<file path="config.mk">
export PLATFORM = sky130hd
export DESIGN_NAME = ubs_uart
export DESIGN_NICKNAME = d
export VERILOG_FILES = /design/src/hdl/ubs_pkg.sv /design/src/hdl/ubs_baud_gen.sv /design/src/hdl/ubs_uart.sv
export VERILOG_INCLUDE_DIRS = /design/src /design/src/hdl
export SDC_FILE = /design/constraint.sdc
export NUM_CORES = 1
export LEC_CHECK = 0
export ABC_AREA = 1
export BUFFER_PORTS_ARGS = -buffer_cell sky130_fd_sc_hd__buf_2
export CAP_MARGIN = 40
export CELL_PAD_IN_SITES_DETAIL_PLACEMENT = 0
export CELL_PAD_IN_SITES_GLOBAL_PLACEMENT = 1
export CORE_MARGIN = 3
export CORE_UTILIZATION = 37
export DETAILED_ROUTE_END_ITERATION = 10
export PLACE_DENSITY = 0.84
export SYNTH_ARGS = -nofsm -noshare
export SYNTH_HDL_FRONTEND = slang
export SYNTH_SLANG_ARGS = --single-unit
</file>
<file path="constraint.sdc">
create_clock -name hclk -period 1.9 [get_ports hclk]
set_clock_uncertainty 0.2 [all_clocks]
set_input_delay 0.285 -clock hclk [delete_from_list [all_inputs] [get_ports hclk]]
set_output_delay 0.285 -clock hclk [all_outputs]
set_load 0.01 [all_outputs]
</file>
<file path="src/hdl/ubs_defines.svh">
/*
  Register offsets, field positions, reset values and frame constants
  of the serial channel. Assumes it is included by bare name by the
  design, checker and bench modules; definitions only.
*/
`ifndef UBS_DEFINES_SVH
`define UBS_DEFINES_SVH

// ****************************************************************
// register byte offsets (haddr[7:0])
// ****************************************************************
`define UBS_OFS_MODE        8'h00
`define UBS_OFS_CTRL1       8'h04
`define UBS_OFS_RXBUF       8'h08
`define UBS_OFS_TXBUF       8'h0c
`define UBS_OFS_BAUD        8'h10

// ****************************************************************
// mode register fields
// ****************************************************************
`define UBS_MODE_SMD_LO     0
`define UBS_MODE_SMD_HI     2
`define UBS_MODE_STOP2      4
`define UBS_MODE_PAR_EVEN   5
`define UBS_MODE_PAR_EN     6
`define UBS_SMD_UART8       3'h5

// ****************************************************************
// channel_control_one fields
// ****************************************************************
`define UBS_C1_TX_EN        0
`define UBS_C1_TX_EMPTY     1
`define UBS_C1_RE           2
`define UBS_C1_RX_DONE      3

// ****************************************************************
// receive_buffer fields
// ****************************************************************
`define UBS_RB_OVERRUN      12
`define UBS_RB_FRAMING      13
`define UBS_RB_PARITY       14
`define UBS_RB_SUM          15

// ****************************************************************
// reset values and frame timing
// ****************************************************************
`define UBS_RST_SMD         3'h0
`define UBS_RST_BAUD        8'h00
`define UBS_OVERSAMPLE_MAX  4'hf
`define UBS_MID_SAMPLE      4'h7
`define UBS_TX_BITS_BASE    4'h9
`define UBS_RX_BITS_BASE    4'ha

`endif

</file>
<file path="src/hdl/ubs_pkg.sv">
/*
  Types of the serial channel: one-hot state codes and the packed
  state records of the channel and of its baud generator. Assumes
  the defines header sits beside it.
*/
package ubs_pkg;

  typedef enum logic [1:0]
  {
    UBS_TX_IDLE = 2'b01,
    UBS_TX_RUN  = 2'b10
  } ubs_tx_state_t;

  typedef enum logic [1:0]
  {
    UBS_RX_IDLE = 2'b01,
    UBS_RX_RUN  = 2'b10
  } ubs_rx_state_t;

  typedef struct packed
  {
    logic [7:0] cnt;
    logic       tick;
  } ubs_baud_st_t;

  typedef struct packed
  {
    logic [2:0]    smd;
    logic          stop2;
    logic          par_even;
    logic          par_en;
    logic          tx_en;
    logic          re;
    logic [7:0]    baud;
    logic          pend_wr;
    logic          pend_rd;
    logic [7:0]    addr;
    logic          hready;
    logic          hresp;
    logic [31:0]   hrdata;
    ubs_tx_state_t tx_state;
    logic [7:0]    tx_buf;
    logic          tx_full;
    logic [10:0]   tx_shift;
    logic [3:0]    tx_left;
    logic [3:0]    tx_sub;
    logic          txd;
    logic          rx_sync1;
    logic          rx_sync2;
    ubs_rx_state_t rx_state;
    logic [3:0]    rx_sub;
    logic [3:0]    rx_left;
    logic [9:0]    rx_shift;
    logic [7:0]    rb_data;
    logic          rx_done;
    logic          overrun;
    logic          framing;
    logic          par_err;
  } ubs_st_t;

endpackage

</file>
<file path="src/hdl/ubs_baud_gen.sv">
/*
  Baud generator: divides hclk by the programmed value plus one and
  gives a one-cycle enable at sixteen times the bit rate. Assumes the
  divider value is stable or that a change may take one period.
*/
`timescale 1ns/100ps
`include "ubs_defines.svh"

module ubs_baud_gen
(
  input  wire logic       hclk,
  input  wire logic       hresetn,
  input  wire logic       run,
  input  wire logic [7:0] divider,
  output logic            tick16
);
  import ubs_pkg::*;

  ubs_baud_st_t st_reg;
  ubs_baud_st_t st_next;

  // ****************************************************************
  // divide by n+1
  // ****************************************************************
  always_comb
  begin
    st_next      = st_reg;
    st_next.tick = 1'b0;
    if (!run)
    begin
      st_next.cnt = divider;
    end
    else if (st_reg.cnt == 8'h00)
    begin
      // new value takes effect at the reload only
      st_next.cnt  = divider;
      st_next.tick = 1'b1;
    end
    else
    begin
      st_next.cnt = st_reg.cnt - 8'h01;
    end
  end

  always_ff @(posedge hclk or negedge hresetn)
  begin
    if (!hresetn)
    begin
      st_reg <= '{cnt: `UBS_RST_BAUD, tick: 1'b0};
    end
    else
    begin
      st_reg <= st_next;
    end
  end

  assign tick16 = st_reg.tick;

endmodule

</file>
<file path="src/hdl/ubs_uart.sv">
/*
  Serial channel with AHB-Lite register slave: mode, control, receive
  buffer with error flags, transmit buffer, baud divider, and the frame
  shifters on the serial pins. Assumes a single AHB-Lite master, word
  accesses only, and an asynchronous serial_in_pin.
*/
// What this block does
// receive complete reads at channel_control_one b3, 1 when a byte waits.
// the received byte reads from receive_buffer bits 7..0, read only.
// overrun error flag reads at receive_buffer b12.
// framing error flag reads at receive_buffer b13.
// parity error flag reads at receive_buffer b14.
// error sum flag reads at receive_buffer b15.
// transmit buffer empty reads at channel_control_one b1, read only.
// software writes the byte to send into transmit_buffer bits 7..0.
// software polls receive complete before reading receive_buffer.
// software polls transmit buffer empty before writing the next byte.
// serial mode field 1 0 1 runs the channel as an 8-bit UART.
// bit rate is hclk divided by the divider plus one, then by 16.
// the transmit enable bit allows or stops transmission.
// error sum is the OR of overrun, framing and parity errors.
// transmit buffer empty is 0 while data waits, 1 once it is moved.
`timescale 1ns/100ps
`include "ubs_defines.svh"

module ubs_uart
(
  input  wire logic        hclk,
  input  wire logic        hresetn,
  input  wire logic        hsel,
  input  wire logic [31:0] haddr,
  input  wire logic [1:0]  htrans,
  input  wire logic        hwrite,
  input  wire logic [2:0]  hsize,
  input  wire logic [31:0] hwdata,
  input  wire logic        hready,
  output logic             hreadyout,
  output logic             hresp,
  output logic [31:0]      hrdata,
  input  wire logic        serial_in_pin,
  output logic             serial_out_pin
);
  import ubs_pkg::*;

  ubs_st_t    st_reg;
  ubs_st_t    st_next;
  logic       tick16;
  logic       active;

  // ****************************************************************
  // helpers
  // ****************************************************************
  function automatic logic parity_of(input logic [7:0] d,
                                     input logic       even);
    parity_of = even ? (^d) : ~(^d);
  endfunction

  // only mode 1 0 1 runs
  assign active = (st_reg.smd == `UBS_SMD_UART8);

  // count source divided by n+1
  ubs_baud_gen ubs_baud_gen_i
  (
    .hclk    (hclk),
    .hresetn (hresetn),
    .run     (active),
    .divider (st_reg.baud),
    .tick16  (tick16)
  );

  // ****************************************************************
  // next state
  // ****************************************************************
  always_comb
  begin
    logic       rd_clear;
    logic       bit_in;
    logic [3:0] rx_total;
    logic [7:0] rx_byte;
    rd_clear      = 1'b0;
    bit_in        = 1'b0;
    rx_total      = `UBS_RX_BITS_BASE + {3'h0, st_reg.par_en};
    rx_byte       = 8'h00;
    st_next       = st_reg;
    st_next.hresp = 1'b0;

    // two-stage sync of the receive pin
    st_next.rx_sync1 = serial_in_pin;
    st_next.rx_sync2 = st_reg.rx_sync1;

    // bus address phase; reads get one wait state so that hrdata
    // comes from a flop and sees the effect of a preceding write
    st_next.pend_wr = 1'b0;
    st_next.pend_rd = 1'b0;
    if (hsel && hready && htrans[1])
    begin
      st_next.addr    = haddr[7:0];
      st_next.pend_wr = hwrite;
      st_next.pend_rd = !hwrite;
      st_next.hready  = hwrite;
    end

    // read data phase
    if (st_reg.pend_rd)
    begin
      st_next.hready = 1'b1;
      st_next.hrdata = 32'h0000_0000;
      if (st_reg.addr == `UBS_OFS_MODE)
      begin
        st_next.hrdata[`UBS_MODE_SMD_HI:`UBS_MODE_SMD_LO] = st_reg.smd;
        st_next.hrdata[`UBS_MODE_STOP2]    = st_reg.stop2;
        st_next.hrdata[`UBS_MODE_PAR_EVEN] = st_reg.par_even;
        st_next.hrdata[`UBS_MODE_PAR_EN]   = st_reg.par_en;
      end
      else if (st_reg.addr == `UBS_OFS_CTRL1)
      begin
        st_next.hrdata[`UBS_C1_TX_EN] = st_reg.tx_en;
        // empty flag, inverse of buffer full
        st_next.hrdata[`UBS_C1_TX_EMPTY] = !st_reg.tx_full;
        st_next.hrdata[`UBS_C1_RE] = st_reg.re;
        // receive complete
        st_next.hrdata[`UBS_C1_RX_DONE] = st_reg.rx_done;
      end
      else if (st_reg.addr == `UBS_OFS_RXBUF)
      begin
        // received byte
        st_next.hrdata[7:0]         = st_reg.rb_data;
        // overrun flag
        st_next.hrdata[`UBS_RB_OVERRUN] = st_reg.overrun;
        // framing flag
        st_next.hrdata[`UBS_RB_FRAMING] = st_reg.framing;
        // parity flag
        st_next.hrdata[`UBS_RB_PARITY] = st_reg.par_err;
        // error sum as OR
        st_next.hrdata[`UBS_RB_SUM] = st_reg.overrun | st_reg.framing
                                      | st_reg.par_err;
        // reading the buffer consumes the byte
        rd_clear = 1'b1;
      end
      else if (st_reg.addr == `UBS_OFS_BAUD)
      begin
        st_next.hrdata[7:0] = st_reg.baud;
      end
    end

    // write data phase; unmapped and read-only bits are ignored
    if (st_reg.pend_wr)
    begin
      if (st_reg.addr == `UBS_OFS_MODE)
      begin
        st_next.smd      = hwdata[`UBS_MODE_SMD_HI:`UBS_MODE_SMD_LO];
        st_next.stop2    = hwdata[`UBS_MODE_STOP2];
        st_next.par_even = hwdata[`UBS_MODE_PAR_EVEN];
        st_next.par_en   = hwdata[`UBS_MODE_PAR_EN];
      end
      else if (st_reg.addr == `UBS_OFS_CTRL1)
      begin
        st_next.tx_en = hwdata[`UBS_C1_TX_EN];
        st_next.re = hwdata[`UBS_C1_RE];
      end
      else if (st_reg.addr == `UBS_OFS_BAUD)
      begin
        st_next.baud = hwdata[7:0];
      end
    end

    // ****************************************************************
    // transmitter
    // ****************************************************************
    case (st_reg.tx_state)
      UBS_TX_IDLE:
      begin
        st_next.txd = 1'b1;
        // a frame starts only while transmit is enabled
        if (active && st_reg.tx_en && st_reg.tx_full)
        begin
          st_next.tx_state = UBS_TX_RUN;
          st_next.txd      = 1'b0;
          st_next.tx_sub   = 4'h0;
          st_next.tx_left  = `UBS_TX_BITS_BASE
                             + {3'h0, st_reg.par_en}
                             + {3'h0, st_reg.stop2};
          st_next.tx_shift = {2'b11,
                              st_reg.par_en
                                ? parity_of(st_reg.tx_buf,
                                            st_reg.par_even)
                                : 1'b1,
                              st_reg.tx_buf};
          // buffer moved to the shifter
          st_next.tx_full  = 1'b0;
        end
      end
      UBS_TX_RUN:
      begin
        if (!active)
        begin
          st_next.tx_state = UBS_TX_IDLE;
          st_next.txd      = 1'b1;
        end
        else if (tick16)
        begin
          st_next.tx_sub = st_reg.tx_sub + 4'h1;
          // one bit per sixteen ticks
          if (st_reg.tx_sub == `UBS_OVERSAMPLE_MAX)
          begin
            if (st_reg.tx_left == 4'h0)
            begin
              st_next.tx_state = UBS_TX_IDLE;
            end
            else
            begin
              st_next.txd      = st_reg.tx_shift[0];
              st_next.tx_shift = {1'b1, st_reg.tx_shift[10:1]};
              st_next.tx_left  = st_reg.tx_left - 4'h1;
            end
          end
        end
      end
      default:
      begin
        st_next.tx_state = UBS_TX_IDLE;
        st_next.txd      = 1'b1;
      end
    endcase

    // low byte loads the buffer; a write in the load cycle wins
    if (st_reg.pend_wr && st_reg.addr == `UBS_OFS_TXBUF)
    begin
      st_next.tx_buf  = hwdata[7:0];
      // data waiting, empty flag drops
      st_next.tx_full = 1'b1;
    end

    // ****************************************************************
    // receiver
    // ****************************************************************
    // read clears, a completing frame below sets again
    if (rd_clear)
    begin
      st_next.rx_done = 1'b0;
    end
    case (st_reg.rx_state)
      UBS_RX_IDLE:
      begin
        if (active && st_reg.re && !st_reg.rx_sync2)
        begin
          st_next.rx_state = UBS_RX_RUN;
          st_next.rx_sub   = 4'h0;
          st_next.rx_left  = rx_total;
        end
      end
      UBS_RX_RUN:
      begin
        if (!active || !st_reg.re)
        begin
          st_next.rx_state = UBS_RX_IDLE;
        end
        else if (tick16)
        begin
          st_next.rx_sub = st_reg.rx_sub + 4'h1;
          if (st_reg.rx_sub == `UBS_MID_SAMPLE)
          begin
            bit_in = st_reg.rx_sync2;
            st_next.rx_shift = {bit_in, st_reg.rx_shift[9:1]};
            st_next.rx_left  = st_reg.rx_left - 4'h1;
            // glitch rejected: start bit high at mid-bit
            if (st_reg.rx_left == rx_total && bit_in)
            begin
              st_next.rx_state = UBS_RX_IDLE;
            end
            else if (st_reg.rx_left == 4'h1)
            begin
              st_next.rx_state = UBS_RX_IDLE;
              rx_byte = st_reg.par_en ? st_reg.rx_shift[8:1]
                                      : st_reg.rx_shift[9:2];
              // new byte; an unread one is overwritten
              st_next.rb_data = rx_byte;
              // unread byte still held and not read now
              st_next.overrun = st_reg.rx_done && !rd_clear;
              // stop bit low
              st_next.framing = !bit_in;
              // parity mismatch
              st_next.par_err = st_reg.par_en
                                && (st_reg.rx_shift[9]
                                    != parity_of(rx_byte,
                                                 st_reg.par_even));
              // set wins over a read in the same cycle
              st_next.rx_done = 1'b1;
            end
          end
        end
      end
      default:
      begin
        st_next.rx_state = UBS_RX_IDLE;
      end
    endcase
  end

  // ****************************************************************
  // state register
  // ****************************************************************
  always_ff @(posedge hclk or negedge hresetn)
  begin
    if (!hresetn)
    begin
      st_reg          <= '0;
      st_reg.smd      <= `UBS_RST_SMD;
      st_reg.baud     <= `UBS_RST_BAUD;
      st_reg.hready   <= 1'b1;
      st_reg.txd      <= 1'b1;
      st_reg.rx_sync1 <= 1'b1;
      st_reg.rx_sync2 <= 1'b1;
      st_reg.tx_state <= UBS_TX_IDLE;
      st_reg.rx_state <= UBS_RX_IDLE;
    end
    else
    begin
      st_reg <= st_next;
    end
  end

  assign hreadyout      = st_reg.hready;
  assign hresp          = st_reg.hresp;
  assign hrdata         = st_reg.hrdata;
  assign serial_out_pin = st_reg.txd;

endmodule

</file>
==> flow_metrics.py, run 1 <==
metrics = {
    "finish": {
        "final_util_pct": 46.4,
        "final_common_cell": "nand2_1",
        "largest_register_ff_count": 88,
        "fin_nets": 891,
        "antenna_cells": 0,
        "drive_gt1_share_pct": 21.0,
        "final_cell_mix": "205 x nand2_1, 106 x dfrtp_1, 82 x inv_1",
        "fillers": 1456,
        "synthToLayoutAreaGrowth_pct": 22.3,
    },
    "drt": {
        "viasPerCell": 4.59,
        "routedWlPerCell_um": 13.1,
        "vias": 4690,
        "drt-initial-drc-count": 252,
        "dr.pass1.iters": 4,
        "drtAntennaViolNets": 0,
        "drc": 0,
        "routed_wl_mm": 13.3,
    },
    "worst_setup_path": {
        "crit_required_ps": 1940,
        "cp-start-kind": "register",
        "worst-setup-path-type": "reg -> reg",
        "worstPathMaxFanout": 6,
        "crit_path_end_kind": "register",
        "arrival_ps": 1980,
    },
    "grt": {
        "grt_pass1_vias": 4434,
        "track_usage_pct": 15.4,
        "antenna_found_initial": 0,
        "grt_max_degree": 30,
        "grt_pass1_wl_mm": 21.7,
        "grt_remaining_overflow": 0,
    },
    "clocking": {
        "clock_latency_ps": 360,
        "cts_max_level": 3,
        "clockBufferDepth": 2,
        "cts_tree": "yes",
        "root_buffer": "clkbuf_16",
        "clk_pin_slew_ps": 80,
        "cts_sinks": 112,
        "tritoncts.num_buffers": 9,
    },
    "synth": {
        "ys_seq_elements": 112,
        "synth.yosys.warnings": 0,
        "avgSynthCellArea_sq_um": 7.99,
        "syn_area_sq_um": 5790,
        "netlist_instances": 725,
        "yosysUniqueCellTypes": 40,
        "ys_seq_area_share_pct": 48.5,
    },
    "floorplan": {
        "start_util_pct": 38.0,
        "die_w_um": 131,
        "die_h_um": 131,
        "design.portCount": 110,
        "core-area_sq_um": 15300,
        "die_area_sq_um": 17200,
        "rows": 45,
    },
    "flow_run": {
        "drv_cap": 0,
    },
    "sta": {
        "fin_tns_setup_ps": -166,
        "hold_viol": 0,
        "worst_slack_ps": -35.8,
        "rsz0062_at_grt": "yes",
        "slew_violations": 0,
        "setup_viol": 10,
        "max_freq_mhz": 517,
        "period_needed_ps": 1940,
        "period_share_pct": 102,
    },
    "pwr": {
        "irDropWorstVdd_mv": 0.538,
        "power.share.sequential_pct": 41.2,
        "p_switching_mw": 2.34,
        "power_density_nw_per_um2": 991,
        "clockPowerShare_pct": 27.5,
        "switching_share_pct": 33.4,
        "leakage_nw": 3.64,
        "intPower_mw": 4.68,
        "comb_power_share_pct": 31.3,
    },
    "worst_hold_path": {
        "min_path_type": "in -> reg",
    },
    "placement": {
        "post-dp-hpwl_mm": 9.55,
        "port_buffers": 36,
        "place.gp.congestion": 0.819,
    },
    "run_status": {
        "violations": "negative setup slack",
        "status": "complete, but fails checks",
    },
}
==> metal layers <==
metal	up-vias	routed length, um	GRT usage (%)
met5	-	0	0
met2	47	6610	25.9
li1	2423	-	-
met3	11	342	3.48
met4	0	141	3.79
met1	2209	6250	20.4
==> logic make-up (layout without fill, tap and decap cells) <==
group	count (synthesis)	count (layout)	share of synthesized area, %
compound gates	139	139	13.1
flops	112	112	48.5
fa+ha+maj	10	10	2.16
other cells	1	21	0.0647
simple gates	313	313	23.3
buf+inv	141	207	11.6
xor+xnor	9	9	1.36
==> per-stage QoR <==
stage	hold WS [ps]	cells	setup slack, ps	area (sq um)	power [mW]
final	9.72	1022	-35.8	7090	7.02
after detailed placement	52.3	978	-95.4	6320	4.61
after floorplan	-211	745	8.45	5900	4.08
after CTS	12.9	1012	-5.95	6830	6.78
after global routing	21.1	1022	-120	7090	7.45
after global placement	52.7	978	-64.4	6320	4.58
==> worst max-delay path, stage by stage, from the launching register on <==
cell     delay, ps
dfstp_2        560
ha_2           190
buf_4          140
nand2_4         70
nand2_4         90
nor3_4          40
buf_6          140
buf_4          130
or2_2          260
==> power by group through the flow <==
stage | logic [mW] | registers [mW] | clock network, mW
after floorplan | 1.21 | 2.88 | 0
after global placement | 1.65 | 2.93 | 0
after detailed placement | 1.68 | 2.93 | 0
after CTS | 1.90 | 2.90 | 1.98
after global routing | 2.45 | 2.93 | 2.07
final | 2.20 | 2.90 | 1.93
==> what timing repair did <==
| action | CTS | global route |
|---|---|---|
| endpoints found under the hold margin | 35 | 0 |
| hold buffers | 11 | 0 |
| endpoints found under the setup margin | 16 | 37 |
| buffers inserted | 7 | 10 |
| pin swaps | 3 | 15 |
| gates resized for setup | 9 | 60 |
| cloned | 1 | 0 |
==> worst paths after layout <==
kind | startpoint | endpoint | slack, ps | cells past startpoint
max in group asynchronous | hresetn | st_reg[30]$_DFFE_PN1P_ | 710 | 3
setup / recovery | st_reg[63]$_DFFE_PN1P_ | st_reg[53]$_DFFE_PN0P_ | -40 | 8
min in group asynchronous | hresetn | st_reg[50]$_DFFE_PN0P_ | 210 | 2
hold / removal | hwdata[7] | st_reg[62]$_DFFE_PN0P_ | 10 | 3
setup reg to reg | st_reg[63]$_DFFE_PN1P_ | st_reg[53]$_DFFE_PN0P_ | -40 | 8
hold reg to reg | st_next[32]$_DFF_PN1_ | st_reg[32]$_DFF_PN1_ | 160 | 0
==> cell usage after synthesis, drive strengths merged <==
cell      n  area share, %
o211ai    3           0.39
nand3    22            2.0
ha       10            2.2
a21o      1           0.13
a22o      4           0.60
and2      1           0.11
nand2   221             15
xnor2     5           0.76
inv      92            6.0
conb      1          0.065
clkbuf    7           0.45
a31oi     6           0.65
o31ai     2           0.26
a21oi    18            1.6
nor2     48            3.5
nor3      7           0.80
dfrtp   106             46
nand3b    2           0.54
buf      41            5.1
a22oi     4           0.52
xor2      4           0.60
dfstp     6            2.7
clkinv    1          0.065
nand4     8           0.86
nor4      1           0.37
or2       3           0.32
o22ai     8           0.86
o21ai    93            8.1
==> layout make-up <==
class / instances / area, sq um / share of cell area, %
clock buffers: 10 / 229 / 3.23
clock inverters: 6 / 70.1 / 0.989
inverters: 93 / 354 / 5.00
multi-input cells: 492 / 2570 / 36.3
flip-flops and latches: 112 / 2810 / 39.7
well taps: 211 / 264 / 3.73
repair buffers: 98 / 790 / 11.1
Note: power is estimated with default switching activity, not from simulation.
==> run 2, diff against run 1 <==
--- a/config.mk
+++ b/config.mk
@@ -16,2 +16,3 @@
 export DETAILED_ROUTE_END_ITERATION = 10
+export HOLD_SLACK_MARGIN = 0.06
 export PLACE_DENSITY = 0.84
==> constraint.sdc (replaced) <==
create_clock -name hclk -period 1.9 [get_ports hclk]
set_clock_uncertainty 0.2 [all_clocks]
set_input_delay 0.19 -clock hclk [delete_from_list [all_inputs] [get_ports hclk]]
set_output_delay 0.19 -clock hclk [all_outputs]
set_load 0.01 [all_outputs]
==> run 2 against run 1 <==
Net effect: fmax fell by 0.42%; via count increased by 1.9%; clock power rose by 3%; sequential share of layout area shrank 0.91 points; the run still ends with negative setup slack left; worst setup slack worse by 8.1 ps.
==> flow_metrics.py, run 2 (synthesis results as in run 1) <==
metrics = {
    "run_status": {
        "status": "complete, but fails checks",
        "violations": "negative setup slack",
    },
    "sta": {
        "max_slew_margin_pct": 63.7,
        "tightest_slew_ps": 545,
        "fin_tns_setup_ps": -236,
        "period_share_pct": 102,
        "max_freq_mhz": 514,
        "hold_viol": 0,
        "worst_slack_ps": -43.9,
        "period_needed_ps": 1940,
        "whs_ps": 105,
        "rsz0062_at_grt": "yes",
        "setup_viol": 12,
        "slew_violations": 0,
    },
    "finish": {
        "drive_gt1_share_pct": 22.1,
        "design_area_sq_um": 7260,
        "fillers": 1469,
        "multiInputGateArea_sq_um": 2580,
        "final_util_pct": 47.6,
        "antenna_cells": 0,
        "instances_no_fill": 1035,
        "synthToLayoutAreaGrowth_pct": 25.2,
        "final_cell_mix": "199 x nand2_1, 105 x dfrtp_1, 83 x inv_1",
        "largest_register_ff_count": 88,
        "fin_nets": 904,
        "seq_area_sq_um": 2810,
        "final_common_cell": "nand2_1",
    },
    "placement": {
        "pre_cts_ws_ps": -71.3,
        "place.gp.congestion": 0.851,
        "dpl-instance-area_sq_um": 6360,
        "post-dp-hpwl_mm": 9.76,
        "dp.cells": 981,
        "port_buffers": 36,
    },
    "floorplan": {
        "die_area_sq_um": 17200,
        "die_h_um": 131,
        "rows": 45,
        "start_util_pct": 38.0,
        "die_w_um": 131,
        "design.portCount": 110,
        "core-area_sq_um": 15300,
    },
    "worst_setup_path": {
        "cp_slowest_cell": "dfstp_2",
        "cp-start-kind": "register",
        "worstPathMaxFanout": 6,
        "crit_required_ps": 1990,
        "cp_slowest_stage_delay_ps": 560,
        "worst-path-buf-inv": 4,
        "crit_path_end_kind": "register",
        "worst-setup-path-type": "reg -> reg",
        "path_cells": "inv_2 -> ha_4 -> buf_6 -> nand2_4 -> nand2_4 -> nor3_4 -> buf_12 -> clkbuf_16 -> nand2_2 -> o21ai_1",
        "arrival_ps": 2040,
        "crit_top_cell": "nand2_4",
        "cp_top_family": "flip-flops",
    },
    "pwr": {
        "leakage_nw": 3.70,
        "switching_share_pct": 33.6,
        "intPower_mw": 4.73,
        "clockPowerShare_pct": 27.7,
        "power.total_mw": 7.13,
        "power_density_nw_per_um2": 983,
        "power.share.sequential_pct": 40.7,
        "irDropWorstVdd_mv": 0.494,
        "p_switching_mw": 2.40,
        "comb_power_share_pct": 31.5,
    },
    "grt": {
        "grt_max_degree": 36,
        "track_usage_pct": 16.1,
        "grt_remaining_overflow": 0,
        "grt_pass1_wl_mm": 22.6,
        "antenna_found_initial": 0,
        "grt_pass1_vias": 4699,
    },
    "clocking": {
        "tritoncts.num_buffers": 9,
        "cts_sinks": 112,
        "clock_latency_ps": 360,
        "cts_max_level": 3,
        "cts_tree": "yes",
        "root_buffer": "clkbuf_16",
        "clockBufferDepth": 2,
        "clk_pin_slew_ps": 80,
    },
    "drt": {
        "drc": 0,
        "drt-initial-drc-count": 263,
        "viasPerCell": 4.62,
        "drtAntennaViolNets": 0,
        "routed_wl_mm": 13.5,
        "routedWlPerCell_um": 13.0,
        "dr.pass1.iters": 4,
        "vias": 4781,
    },
    "flow_run": {
        "drv_cap": 0,
    },
    "worst_hold_path": {
        "min_path_type": "in -> reg",
    },
}
-- run 2: changes by cell type in the layout (fill, tap and decap cells not counted), sizes merged --
cell         before  now
dlygate4sd3      11   22
clkinvlp          3    1
inv              92   94
buf              87   88
clkinv            3    4
-- run 2: final timing paths --
kind | slack [ps] | depth (start not counted) | from | endpoint
setup / recovery | -40 | 10 | st_reg[63]$_DFFE_PN1P_ | st_reg[49]$_DFFE_PN0P_
hold / removal | 100 | 5 | hsel | st_reg[104]$_DFFE_PN0P_
setup reg to reg | -40 | 10 | st_reg[63]$_DFFE_PN1P_ | st_reg[49]$_DFFE_PN0P_
hold reg to reg | 160 | 0 | st_next[32]$_DFF_PN1_ | st_reg[32]$_DFF_PN1_
max in group asynchronous | 730 | 3 | hresetn | st_reg[30]$_DFFE_PN1P_
min in group asynchronous | 150 | 2 | hresetn | st_reg[116]$_DFFE_PN0P_
-- run 2: power groups by stage --
stage | Sequential, mW | Combinational (mW) | Clock (mW)
6_report | 2.90 | 2.25 | 1.98
2_1_floorplan | 2.88 | 1.21 | 0
3_3_place_gp | 2.93 | 1.66 | 0
5_1_grt | 2.94 | 2.49 | 2.11
3_5_place_dp | 2.94 | 1.68 | 0
4_1_cts | 2.90 | 1.86 | 2.03
-- run 2: layer usage --
| metal | GRT usage (%) | wire length [um] | part of all wire [%] | up-vias |
|---|---|---|---|---|
| met4 | 4.67 | 211 | 1.6 | 0 |
| met1 | 20.0 | 5990 | 44 | 2250 |
| li1 | - | - | - | 2452 |
| met2 | 27.9 | 6860 | 51 | 62 |
| met3 | 3.75 | 416 | 3.1 | 17 |
| met5 | 0 | 0 | 0 | - |
-- run 2: worst reg2reg max path, cell delays in order, from the launching register on --
cell and delay (ps):
dfstp_2 560, inv_2 50, ha_4 190, buf_6 130, nand2_4 60, nand2_4 60, nor3_4 220, buf_12 160
clkbuf_16 140, nand2_2 50, o21ai_1 60
-- run 2: repair_timing --
action	CTS	global route
resized for setup	9	73
buffers inserted	6	12
endpoints found under the hold margin	144	0
cloned	0	1
hold buffers	22	0
pin swaps	4	18
endpoints found under the setup margin	14	56
-- run 2: cell type report --
class                   count  area share, %
flip-flops and latches    112           38.7
multi-input cells         492           35.6
repair buffers            111           12.9
inverters                  93           4.91
well taps                 211           3.64
clock buffers               9           3.10
clock inverters             7           1.10
